**src/core/aie_pkg.sv**
```systemverilog
// constants and types shared by the instruction executor
// Contract
// (RULE_01) add literal to accumulator, all three flags
// (RULE_02) and literal into accumulator, zero flag only
// (RULE_03) add accumulator and register, all three flags
// (RULE_04) dest bit picks accumulator or register, 0..127
// (RULE_05) and accumulator with register, zero flag only
// (RULE_06) decrement register, skip next when zero, no flags
// (RULE_07) branch loads pc low, latch bits give high
// (RULE_08) increment register, zero flag only
// (RULE_09) interrupt return pops stack, sets interrupt enable
// (RULE_10) literal return loads accumulator and pops stack
// (RULE_11) subroutine return pops stack into pc
// (RULE_12) swap register nibbles, no flags
// (RULE_13) direction load copies accumulator, operand 5..7
// (RULE_14) xor literal into accumulator, zero flag only
// (RULE_15) xor accumulator with register, zero flag only
// (RULE_16) zero, carry bit7, digit carry bit3 semantics
// (RULE_17) other encodings pass on, state unchanged
package aie_pkg;
    localparam int   AIE_IW      = 14;
    localparam int   AIE_DW      = 8;
    localparam int   AIE_AW      = 7;
    localparam int   AIE_PCW     = 13;
    localparam int   AIE_DEPTH   = 8;
    localparam logic [13:0] AIE_RET_W  = 14'h0008;
    localparam logic [13:0] AIE_RETI_W = 14'h0009;
    localparam logic [10:0] AIE_DIR_HI = 11'h00c;
    localparam logic [2:0]  AIE_DIR_LO = 3'h5;
    localparam logic [2:0]  AIE_DIR_HI_SEL = 3'h7;
    localparam logic [7:0]  AIE_ONE   = 8'h01;
    localparam logic [3:0]  OP_AND_REG_C = 4'h5;
    localparam logic [3:0]  OP_XOR_REG_C = 4'h6;
    localparam logic [3:0]  OP_ADD_REG_C = 4'h7;
    localparam logic [3:0]  OP_INC_C   = 4'ha;
    localparam logic [3:0]  OP_DECSZ_C = 4'hb;
    localparam logic [3:0]  OP_SWAP_C  = 4'he;
    localparam logic [3:0]  LIT_AND_C  = 4'h9;
    localparam logic [3:0]  LIT_XOR_C  = 4'ha;
    typedef enum {
        AIE_RUN,
        AIE_FLUSH
    } aie_state_t;
endpackage

```
**src/core/aie_stack_if.sv**
```systemverilog
// push/pop carrier between core and return stack
`timescale 1ns/1ps
`default_nettype none
interface aie_stack_if;
    logic        push;
    logic        pop;
    logic [12:0] push_addr;
    logic [12:0] stack_top;
    modport core  (output push, output pop, output push_addr,
                   input stack_top);
    modport store (input push, input pop, input push_addr,
                   output stack_top);
endinterface
`default_nettype wire

```
**src/core/aie_core.sv**
```systemverilog
// accumulator instruction executor
`timescale 1ns/1ps
`default_nettype none
module aie_core #(
    parameter int STACK_DEPTH = aie_pkg::AIE_DEPTH
) (
    // clock and reset
    input  wire logic        clk,
    input  wire logic        reset,
    // program memory
    input  wire logic [13:0] instr,
    input  wire logic        instr_valid,
    output logic [12:0]      pc,
    // data register file
    output logic [6:0]       reg_addr,
    input  wire logic [7:0]  reg_rdata,
    output logic             reg_we,
    output logic [7:0]       reg_wdata,
    // latch and call link
    input  wire logic [4:0]  program_counter_high_latch,
    input  wire logic        call_push,
    input  wire logic [12:0] call_addr,
    // direction registers
    output logic             dir_we,
    output logic [2:0]       dir_sel,
    output logic [7:0]       dir_wdata,
    // state
    output logic [7:0]       acc,
    output logic             zero_flag,
    output logic             carry_flag,
    output logic             digit_carry_flag,
    output logic             global_interrupt_enable,
    input  wire logic        int_enable_clear,
    output logic             unhandled
);
    import aie_pkg::*;
    if (STACK_DEPTH < 2) begin : g_bad_depth
        $error("aie_core: stack too shallow");
    end

    // ------------------------------------------------------------
    // decode
    // ------------------------------------------------------------
    aie_stack_if sif ();
    aie_stack #(.DEPTH(STACK_DEPTH)) u_stack (
        .clk   (clk),
        .reset (reset),
        .st    (sif)
    );

    aie_state_t state_r;
    logic       exec;
    logic [3:0] opc;
    logic       dbit;
    logic [7:0] lit;
    logic       is_reg;
    logic       is_add_lit, is_and_lit, is_xor_lit, is_ret_lit;
    logic       is_branch, is_ret, is_reti, is_dir;
    logic       is_add_reg, is_and_reg, is_xor_reg;
    logic       is_inc, is_decsz, is_swap;

    assign exec = instr_valid && state_r == AIE_RUN;
    assign opc  = instr[11:8];
    assign dbit = instr[7];
    assign lit  = instr[7:0];
    assign reg_addr = instr[6:0]; // RULE_04
    assign is_reg = instr[13:12] == 2'b00;
    assign is_add_lit = instr[13:9] == 5'h1f;            // RULE_01
    assign is_and_lit = instr[13:12] == 2'b11 && opc == LIT_AND_C;
    assign is_xor_lit = instr[13:12] == 2'b11 && opc == LIT_XOR_C;
    assign is_ret_lit = instr[13:10] == 4'hd;            // RULE_10
    assign is_branch  = instr[13:11] == 3'h5;            // RULE_07
    assign is_ret     = instr == AIE_RET_W;              // RULE_11
    assign is_reti    = instr == AIE_RETI_W;             // RULE_09
    assign is_dir     = instr[13:3] == AIE_DIR_HI &&
                        instr[2:0] >= AIE_DIR_LO &&
                        instr[2:0] <= AIE_DIR_HI_SEL;    // RULE_13
    assign is_add_reg = is_reg && opc == OP_ADD_REG_C;
    assign is_and_reg = is_reg && opc == OP_AND_REG_C;
    assign is_xor_reg = is_reg && opc == OP_XOR_REG_C;
    assign is_inc     = is_reg && opc == OP_INC_C;
    assign is_decsz   = is_reg && opc == OP_DECSZ_C;
    assign is_swap    = is_reg && opc == OP_SWAP_C;

    // ------------------------------------------------------------
    // datapath
    // ------------------------------------------------------------
    logic [8:0] sum;
    logic [4:0] low_sum;
    logic [7:0] res;
    logic [7:0] opnd;
    logic       to_reg;
    logic       upd_z, upd_c;
    logic       known;

    always_comb begin
        opnd    = is_reg ? reg_rdata : lit;
        sum     = {1'b0, acc} + {1'b0, opnd};
        low_sum = {1'b0, acc[3:0]} + {1'b0, opnd[3:0]}; // RULE_16
        res     = sum[7:0];
        upd_z   = 1'b0;
        upd_c   = 1'b0;
        known   = 1'b1;
        if (is_add_lit || is_add_reg) begin             // RULE_01 RULE_03
            res   = sum[7:0];
            upd_z = 1'b1;
            upd_c = 1'b1;
        end else if (is_and_lit || is_and_reg) begin    // RULE_02 RULE_05
            res   = acc & opnd;
            upd_z = 1'b1;
        end else if (is_xor_lit || is_xor_reg) begin    // RULE_14 RULE_15
            res   = acc ^ opnd;
            upd_z = 1'b1;
        end else if (is_inc) begin                      // RULE_08
            res   = reg_rdata + AIE_ONE;
            upd_z = 1'b1;
        end else if (is_decsz) begin                    // RULE_06
            res   = reg_rdata - AIE_ONE;
        end else if (is_swap) begin                     // RULE_12
            res   = {reg_rdata[3:0], reg_rdata[7:4]};
        end else if (is_ret_lit) begin                  // RULE_10
            res   = lit;
        end else if (!(is_branch || is_ret || is_reti || is_dir)) begin
            known = 1'b0;                               // RULE_17
        end
    end

    assign to_reg = is_reg && dbit && known &&
                    !(is_ret || is_reti || is_dir);     // RULE_04
    assign reg_we    = exec && to_reg;
    assign reg_wdata = res;
    assign unhandled = exec && !known;                  // RULE_17
    assign dir_we    = exec && is_dir;                  // RULE_13
    assign dir_sel   = instr[2:0];
    assign dir_wdata = acc;

    // ------------------------------------------------------------
    // accumulator and flags
    // ------------------------------------------------------------
    always_ff @(posedge clk or posedge reset) begin
        if (reset) begin
            acc <= 8'h00;
        end else if (exec && known && !to_reg &&
                     !(is_branch || is_ret || is_reti || is_dir)) begin
            acc <= res;                                 // RULE_04
        end
    end

    always_ff @(posedge clk or posedge reset) begin
        if (reset) begin
            zero_flag        <= 1'b0;
            carry_flag       <= 1'b0;
            digit_carry_flag <= 1'b0;
        end else if (exec) begin
            if (upd_z) begin
                zero_flag <= res == 8'h00;              // RULE_16
            end
            if (upd_c) begin
                carry_flag       <= sum[8];             // RULE_16
                digit_carry_flag <= low_sum[4];
            end
        end
    end

    // set by interrupt return wins over an external clear
    always_ff @(posedge clk or posedge reset) begin
        if (reset) begin
            global_interrupt_enable <= 1'b0;
        end else if (exec && is_reti) begin
            global_interrupt_enable <= 1'b1;            // RULE_09
        end else if (int_enable_clear) begin
            global_interrupt_enable <= 1'b0;
        end
    end

    // ------------------------------------------------------------
    // program counter and flush
    // ------------------------------------------------------------
    logic pops;
    logic redirect;
    assign pops = exec && (is_ret || is_reti || is_ret_lit);
    assign sif.pop  = pops;                             // RULE_09 RULE_11
    assign sif.push = call_push;
    assign sif.push_addr = call_addr;
    assign redirect = exec && (is_branch || pops ||
                      (is_decsz && res == 8'h00));      // RULE_06

    always_ff @(posedge clk or posedge reset) begin
        if (reset) begin
            pc <= '0;
        end else if (exec && is_branch) begin
            pc <= {program_counter_high_latch[4:3], instr[10:0]}; // RULE_07
        end else if (pops) begin
            pc <= sif.stack_top;                        // RULE_10 RULE_11
        end else if (instr_valid) begin
            pc <= pc + 1'b1;
        end
    end

    // the fetched word after a redirect is dropped as a no-op cycle
    always_ff @(posedge clk or posedge reset) begin
        if (reset) begin
            state_r <= AIE_RUN;
        end else begin
            case (state_r)
                AIE_RUN: begin
                    if (redirect) begin
                        state_r <= AIE_FLUSH;           // RULE_06 RULE_07
                    end
                end
                AIE_FLUSH: begin
                    if (instr_valid) begin
                        state_r <= AIE_RUN;
                    end
                end
                default: begin
                    state_r <= AIE_RUN;
                end
            endcase
        end
    end
endmodule
`default_nettype wire

```
**src/core/aie_stack.sv**
```systemverilog
// return address stack, top word held in a register
`timescale 1ns/1ps
`default_nettype none
module aie_stack #(
    parameter int DEPTH = 8
) (
    // clock and reset
    input  wire logic clk,
    input  wire logic reset,
    // core side
    aie_stack_if.store st
);
    import aie_pkg::*;
    // the pointer wraps by its width, so the depth must be a power of two
    if (DEPTH < 2 || DEPTH > 64 ||
        (DEPTH & (DEPTH - 1)) != 0) begin : g_bad_depth
        $error("aie_stack: bad depth");
    end
    localparam int PW = $clog2(DEPTH);
    logic [12:0]   mem [DEPTH];
    logic [PW-1:0] ptr_r;
    logic [12:0]   top_r;
    // the stack wraps silently on overflow, as small cores do
    always_ff @(posedge clk or posedge reset) begin
        if (reset) begin
            ptr_r <= '0;
        end else if (st.push) begin
            ptr_r <= ptr_r + 1'b1;
        end else if (st.pop) begin
            ptr_r <= ptr_r - 1'b1;
        end
    end
    always_ff @(posedge clk) begin
        if (st.push) begin
            mem[ptr_r] <= top_r;
        end
    end
    always_ff @(posedge clk or posedge reset) begin
        if (reset) begin
            top_r <= '0;
        end else if (st.push) begin
            top_r <= st.push_addr;
        end else if (st.pop) begin
            top_r <= mem[ptr_r - 1'b1];
        end
    end
    assign st.stack_top = top_r;
endmodule
`default_nettype wire

```
**config.mk**
```make
export PLATFORM = sky130hd
export DESIGN_NAME = aie_core
export DESIGN_NICKNAME = d
export VERILOG_FILES = /design/src/core/aie_pkg.sv /design/src/core/aie_stack_if.sv /design/src/core/aie_core.sv /design/src/core/aie_stack.sv
export SDC_FILE = /design/constraint.sdc
export NUM_CORES = 1
export LEC_CHECK = 0
export BUFFER_PORTS_ARGS = -buffer_cell sky130_fd_sc_hd__buf_2
export CAP_MARGIN = 5
export CORE_MARGIN = 4
export CORE_UTILIZATION = 65
export CTS_BUF_LIST = sky130_fd_sc_hd__clkbuf_4
export DETAILED_ROUTE_END_ITERATION = 6
export GPL_ROUTABILITY_DRIVEN = 0
export PLACE_DENSITY = 0.88
export SLEW_MARGIN = 20
export SYNTH_ARGS = -nofsm -noshare
export SYNTH_HDL_FRONTEND = slang
export SYNTH_SLANG_ARGS = --single-unit
```
**constraint.sdc**
```tcl
create_clock -name clk -period 8.15 [get_ports clk]
set_input_delay 0.815 -clock clk [delete_from_list [all_inputs] [get_ports clk]]
set_output_delay 0.815 -clock clk [all_outputs]
set_load 0.05 [all_outputs]
```
==> impl_metrics.env, run 1 <==
export IMPL_grt_total_usage_pct=30.1
export IMPL_synthMuxAreaShare_pct=11.8
export IMPL_synth_xor_area_share_pct=3.32
export IMPL_ctsHoldBuffers=0
export IMPL_post_cts_resize_count=0
export IMPL_coreArea_um2=12000
export IMPL_max_freq_mhz=195
export IMPL_synth_edf_count=104
export IMPL_synthAdderAreaFrac_pct=2.46
export IMPL_syn_to_final_growth_pct=10.0
export IMPL_synthSimpleGateAreaFrac_pct=12.4
export IMPL_ir_drop_mv=0.289
export IMPL_cts_inserted_buffers=17
export IMPL_syn_nets=723
export IMPL_synth_compound_area_share_pct=12.7
export IMPL_grt_pass1_wl_um=32800
export IMPL_synth_seq_cells=146
export IMPL_timing_final_crit_share_pct=63.1
export IMPL_cp_max_fo=15
export IMPL_crit_path_end_kind="primary output"
export IMPL_initial_utilization_pct=66.2
export IMPL_multiInputGateArea_um2=3410
export IMPL_grt_antenna_before_repair=1
export IMPL_drt_wl_total_um=20800
export IMPL_firstDrtPassIters=6
export IMPL_critPathLaunchType="primary input"
export IMPL_post_route_min_period_ns=5.14
export IMPL_final_area_um2=8710
export IMPL_cts_path_max_buffers=2
export IMPL_hold_viol=0
export IMPL_ys_types=80
export IMPL_cts_max_level=4
export IMPL_powerDensity_nw_per_um2=363
export IMPL_clock_skew_ns=0.0213
export IMPL_fin_cells=893
export IMPL_hold_worst_slack_ns=0.407
export IMPL_slew_headroom_pct=31.5
export IMPL_dp_cells=860
export IMPL_drc=0
export IMPL_wl_per_cell_um=23.3
export IMPL_port_buffer_count=95
export IMPL_rows=40
export IMPL_ys_flop_type="edfxtp_1"
export IMPL_num_fill_cells=747
export IMPL_vias=6193
export IMPL_drtAntennaViolNets=0
export IMPL_placed_area_um2=8380
export IMPL_synthArstFlopShare_pct=28.8
export IMPL_clock_sinks=146
export IMPL_tns_ns=0
export IMPL_status="finished clean"
export IMPL_worstSetupPathType="in2out"
export IMPL_die_h_um=118
export IMPL_fin_nets=792
export IMPL_grt_max_degree=57
export IMPL_setup_viol=0
export IMPL_clockRootBuffer="clkbuf_4"
export IMPL_synth_cells=663
export IMPL_yosys_warnings=0
export IMPL_yosysSeqAreaShare_pct=52.7
export IMPL_clk_pin_slew_worst_paths_ns=0.13
export IMPL_clk_latency_ns=0.56
export IMPL_fin_util_pct=72.9
export IMPL_avgSynthCellArea_um2=11.9
export IMPL_p_leak_nw=3.42
export IMPL_crit_arrival_ns=4.32
export IMPL_io_pins=99
export IMPL_synth_top_family_by_area="compound AO/OA/AOI/OAI gates"
export IMPL_tightest_slew_ns=1.03
export IMPL_via_per_inst=6.94
export IMPL_cts_tree="done"
export IMPL_grt_remaining_overflow=0
export IMPL_rsz0062_at_grt="no"
export IMPL_slew_violations=0
export IMPL_dieArea_um2=14000
export IMPL_die_w_um=118
export IMPL_dp_hpwl_um=14000
export IMPL_layout_drive_gt1_share_pct=27.4
export IMPL_post_cts_buffers=0
export IMPL_crit_required_ns=7.34
export IMPL_drt_iter0_markers=822
export IMPL_grt_pass1_vias=6081
export IMPL_regArea_um2=4180
export IMPL_min_path_type="in2async"
export IMPL_maxCapViolCount=0
export IMPL_synthesis_area_um2=7920
[cells in the mapped netlist (all sizes together), types with 3 or more instances]
library cell	n	area share (%)
clkbuf	25	1.2
and3	9	0.79
o22ai	4	0.32
nor4b	4	0.71
o2111ai	3	0.33
nor4	4	0.32
a221o	3	0.39
or3	4	0.38
mux4	26	7.4
xor2	11	1.2
inv	17	0.81
a211o	4	0.44
edfxtp	104	39
buf	31	2.7
a211oi	11	1.0
o211ai	6	0.63
nand2	45	2.1
xnor2	19	2.1
ha	14	2.2
nor2	63	3.0
o21a	3	0.28
o211a	3	0.38
o221ai	6	0.66
a21o	6	0.57
a21oi	47	3.0
nand3	16	1.1
nand4	6	0.47
mux2	13	1.8
or4	3	0.33
nand2b	5	0.39
mux2i	20	2.5
o31ai	4	0.51
a31oi	4	0.32
o22a	3	0.33
nor3	11	0.69
a2111oi	5	0.55
dfrtp	42	13
o21ai	29	1.9
[through the flow]
| stage | setup WS [ns] | power (mW) |
|---|---|---|
| floorplan | 3.21 | 2.30 |
| global placement | 3.24 | 2.58 |
| detailed placement | 3.11 | 2.64 |
| CTS | 3.09 | 3.16 |
| global route | 2.77 | 3.32 |
| finish | 3.01 | 3.17 |
[logic make-up (layout without fill, tap and decap cells)]
logic type / Yosys count / after routing
DFF: 146 / 146
muxes: 59 / 59
and+or+nand+nor: 189 / 189
xor gates and xnor gates: 30 / 30
other: 0 / 1
AOI/OAI and AO/OA: 151 / 151
adders and majority gates: 15 / 15
buffers and inverters: 73 / 155
[cell usage in the layout (no fill, tap or decap), types with 6 or more instances in the layout]
| master | Yosys | final |
|---|---|---|
| mux2i_1 | 20 | 20 |
| nor3_1 | 11 | 9 |
| nand4_1 | 6 | 6 |
| nand2_1 | 45 | 45 |
| a211oi_1 | 11 | 11 |
| clkbuf_4 | 0 | 18 |
| o21ai_0 | 25 | 25 |
| o221ai_1 | 6 | 6 |
| xor2_1 | 11 | 11 |
| buf_4 | 18 | 11 |
| nand3_1 | 15 | 15 |
| and3_1 | 7 | 7 |
| buf_2 | 3 | 95 |
| ha_1 | 14 | 13 |
| mux4_2 | 26 | 26 |
| edfxtp_1 | 104 | 104 |
| xnor2_1 | 19 | 19 |
| a21oi_1 | 47 | 47 |
| a21o_1 | 6 | 6 |
| nor2_1 | 62 | 61 |
| dfrtp_1 | 42 | 41 |
| inv_1 | 17 | 16 |
| mux2_2 | 13 | 13 |
[cell type report]
class                           instances  share of cell area (%)
Inverter                               17                   0.732
Clock buffer                           18                    1.55
Sequential cell                       146                    47.9
Antenna cell                            1                  0.0287
Multi-Input combinational cell        444                    39.1
Timing Repair Buffer                  106                    6.40
Tap cell                              147                    2.11
Clock inverter                         14                    2.14
[power breakdown]
| group | internal, mW | total, mW | switching [mW] |
|---|---|---|---|
| sequential | 0.953 | 1.12 | 0.163 |
| clock | 0.246 | 0.509 | 0.263 |
| combinational | 0.574 | 1.54 | 0.968 |
| total | 1.77 | 3.17 | 1.39 |
[critical path, cell delays in order]
cell	delay, ns
buf_2	0.20
nor2_2	0.57
nand2_1	0.15
o21ai_0	0.14
ha_1	0.31
a211oi_1	0.52
nor2_1	0.20
or4_1	0.50
a31oi_1	0.23
xnor2_1	0.14
o221ai_1	0.15
nand2_1	0.13
buf_2	0.27
[routing by layer]
layer,track usage (%),part of all wire [%],wire (µm),vias up
li1,-,-,-,2660
met1,39.4,36,7500,3005
met2,48.3,50,10400,446
met3,6.51,10,2130,82
met4,14.3,3.7,780,0
met5,0,0,0,-
[sequential cells by signal, indices dropped and copies added, names as in the netlist]
register,cells
u_stack.st.stack_top,13
u_stack.ptr_r,3
u_stack.mem,104
acc,8
digit_carry_flag,1
global_interrupt_enable,1
state_r,1
carry_flag,1
pc,13
zero_flag,1
[worst paths after layout]
| path | from | to | slack, ns | cells after the start |
|---|---|---|---|---|
| max in group asynchronous | reset | u_stack.ptr_r[0]$_DFFE_PP0P_ | 7.27 | 3 |
| worst min-delay path | reset | acc[5]$_DFFE_PP0P_ | 0.41 | 3 |
| worst min register to register | carry_flag$_DFFE_PP0P_ | carry_flag$_DFFE_PP0P_ | 0.50 | 2 |
| worst max register to register | u_stack.ptr_r[0]$_DFFE_PP0P_ | u_stack.st.stack_top[5]$_DFFE_PP0P_ | 4.76 | 8 |
| min in group clk | call_addr[12] | u_stack.st.stack_top[12]$_DFFE_PP0P_ | 0.48 | 3 |
| worst max-delay path | instr[12] | reg_wdata[7] | 3.01 | 13 |
Note: power is estimated with default switching activity, not from simulation.
==> run 2: changes to the inputs <==
--- a/config.mk
+++ b/config.mk
@@ -5,14 +5,15 @@
 export SDC_FILE = /design/constraint.sdc
 export NUM_CORES = 1
 export LEC_CHECK = 0
+export ABC_AREA = 1
 export BUFFER_PORTS_ARGS = -buffer_cell sky130_fd_sc_hd__buf_2
 export CAP_MARGIN = 5
 export CORE_MARGIN = 4
-export CORE_UTILIZATION = 65
+export CORE_UTILIZATION = 55
 export CTS_BUF_LIST = sky130_fd_sc_hd__clkbuf_4
 export DETAILED_ROUTE_END_ITERATION = 6
 export GPL_ROUTABILITY_DRIVEN = 0
-export PLACE_DENSITY = 0.88
+export PLACE_DENSITY = 0.79
 export SLEW_MARGIN = 20
 export SYNTH_ARGS = -nofsm -noshare
 export SYNTH_HDL_FRONTEND = slang
==> constraint.sdc (replaced) <==
create_clock -name clk -period 4.5 [get_ports clk]
set_input_delay 0.45 -clock clk [delete_from_list [all_inputs] [get_ports clk]]
set_output_delay 0.45 -clock clk [all_outputs]
set_load 0.05 [all_outputs]
==> run 2 against run 1 <==
  * Cell count up 32%
  * Area after synthesis up 0.35%
  * Die area up 17%
  * Sequential share of layout area down 0.062 points
==> impl_metrics.env, run 2 <==
export IMPL_cts_max_level=4
export IMPL_ys_types=43
export IMPL_cp_max_fo=23
export IMPL_slew_headroom_pct=31.8
export IMPL_ys_flop_type="edfxtp_1"
export IMPL_critPathLaunchType="primary input"
export IMPL_clockRootBuffer="clkbuf_4"
export IMPL_clk_pin_slew_worst_paths_ns=0.13
export IMPL_status="finished clean"
export IMPL_clock_sinks=146
export IMPL_wl_per_cell_um=17.7
export IMPL_p_leak_nw=3.72
export IMPL_yosysTopAreaCell="edfxtp_1"
export IMPL_post_cts_resize_count=0
export IMPL_post_route_min_period_ns=3.54
export IMPL_synthTopCellsByArea="edfxtp_1 (39%), dfrtp_1 (13%), nand2_1 (8.2%)"
export IMPL_synth_seq_cells=146
export IMPL_max_freq_mhz=282
export IMPL_slew_violations=0
export IMPL_total_power_mw=5.88
export IMPL_min_path_type="in2async"
export IMPL_synth_commonest_cells="nand2_1 (174), nor2_1 (123), edfxtp_1 (104)"
export IMPL_num_fill_cells=1226
export IMPL_dieArea_um2=16400
export IMPL_yosysSeqAreaShare_pct=52.5
export IMPL_synth_most_common_cell="nand2_1"
export IMPL_maxCapViolCount=0
export IMPL_worstSetupPathType="in2out"
export IMPL_r2r_setup_slack_ns=1.67
export IMPL_crit_arrival_ns=3.09
export IMPL_vias=6767
export IMPL_syn_to_final_growth_pct=9.74
export IMPL_layout_cells_most_common="nand2_1"
export IMPL_grt_pass1_wl_um=33300
export IMPL_dp_slack_ns=0.995
export IMPL_layout_drive_gt1_share_pct=17.2
export IMPL_io_pins=99
export IMPL_startpoint="instr[12]"
export IMPL_largest_reg_flops=104
export IMPL_ctsHoldBuffers=0
export IMPL_hold_worst_slack_ns=0.0310
export IMPL_die_h_um=128
export IMPL_hold_viol=0
export IMPL_die_w_um=128
export IMPL_synth_cells=915
export IMPL_crit_required_ns=4.05
export IMPL_avgSynthCellArea_um2=8.69
export IMPL_dp_hpwl_um=14300
export IMPL_grt_antenna_before_repair=1
export IMPL_ir_drop_mv=0.316
export IMPL_drt_wl_total_um=20900
export IMPL_cts_path_max_buffers=2
export IMPL_synthesis_area_um2=7950
export IMPL_cts_inserted_buffers=17
export IMPL_clk_latency_ns=0.55
export IMPL_reg2reg_from="u_stack.ptr_r[1]$_DFFE_PP0P_"
export IMPL_tightest_slew_ns=1.02
export IMPL_coreArea_um2=14000
export IMPL_regMostFlops="u_stack.mem"
export IMPL_cts_tree="done"
export IMPL_grt_remaining_overflow=0
export IMPL_post_cts_buffers=0
export IMPL_grt_total_usage_pct=26.1
export IMPL_drt_iter0_markers=698
export IMPL_layout_common_cells="nand2_1 (174), nor2_1 (123), edfxtp_1 (104)"
export IMPL_port_buffer_count=95
export IMPL_grt_pass1_vias=6503
export IMPL_fin_nets=1048
export IMPL_rsz0062_at_grt="no"
export IMPL_synth_top_cell_area_share_pct=39.3
export IMPL_drtAntennaViolNets=0
export IMPL_crit_path_end_kind="primary output"
export IMPL_timing_final_crit_share_pct=78.7
export IMPL_synth_edf_count=104
export IMPL_powerDensity_nw_per_um2=674
export IMPL_grt_max_degree=56
export IMPL_yosys_warnings=0
export IMPL_setup_viol=0
export IMPL_firstDrtPassIters=5
export IMPL_tns_ns=0
export IMPL_synthArstFlopShare_pct=28.8
export IMPL_clock_skew_ns=0.0212
export IMPL_via_per_inst=5.73
export IMPL_drc=0
export IMPL_syn_nets=975
export IMPL_initial_utilization_pct=56.6
export IMPL_fin_ws_ns=0.957
export IMPL_rows=43
[run 2: path summary, 6_finish.rpt]
kind | end | cells past startpoint
min in group clk | global_interrupt_enable$_DFFE_PP0P_ | 2
worst min register to register | state_r[0]$_DFFE_PP0P_ | 2
max in group asynchronous | pc[3]$_DFFE_PP0P_ | 2
worst max-delay path | reg_wdata[6] | 21
worst max register to register | u_stack.st.stack_top[9]$_DFFE_PP0P_ | 8
worst min-delay path | acc[6]$_DFFE_PP0P_ | 2
[run 2: kinds of logic after synthesis]
group,after synthesis,synth area share (%)
xor+xnor,15,1.65
simple gates,372,19.5
buf+inv,155,8.69
flops,146,52.5
compound gates,211,15.1
fa+ha+maj,15,2.46
mux,1,0.126
[run 2: layout make-up]
class                   instances  area, µm²  share of cell area, %
clock buffers                  18        135                   1.55
clock inverters                14        153                   1.75
inverters                     102        384                   4.40
diodes                          1       2.50                 0.0287
repair buffers                107        566                   6.48
multi-input cells             614       3080                   35.4
well taps                     180        225                   2.58
flip-flops and latches        146       4170                   47.8
[run 2: critical path, stage by stage]
cell	delay (ns)
buf_2	0.12
nor2_4	0.41
nand2_1	0.10
o21ai_0	0.12
ha_1	0.22
inv_1	0.06
fa_1	0.39
inv_1	0.08
nand2_1	0.06
nand2_1	0.08
nand4_1	0.14
nand2_1	0.09
nand2_1	0.06
nand3_1	0.06
nand2_1	0.05
nand2_1	0.05
nand2_1	0.04
nand2_1	0.05
nand2_1	0.06
nand2_1	0.09
buf_2	0.27
[run 2: metrics by stage]
step,instances,utilization [%],cell area [µm²]
CTS,1181,62.1,8720
global route,1182,62.1,8720
finish,1182,62.1,8720
detailed placement,1149,60.0,8430
global placement,1149,60.0,8430
floorplan,915,-,7950
[run 2: per-layer routing]
layer / share of wire (%) / track usage (%)
met5: 0 / 0
met4: 2.0 / 9.80
met3: 8.3 / 4.79
met2: 48 / 42.4
met1: 42 / 35.1
[run 2: where the power goes]
group / switching (mW) / internal [mW] / leakage [nW]
combinational: 2.04 / 0.774 / 2.13
sequential: 0.325 / 1.90 / 1.44
clock: 0.500 / 0.342 / 0.147
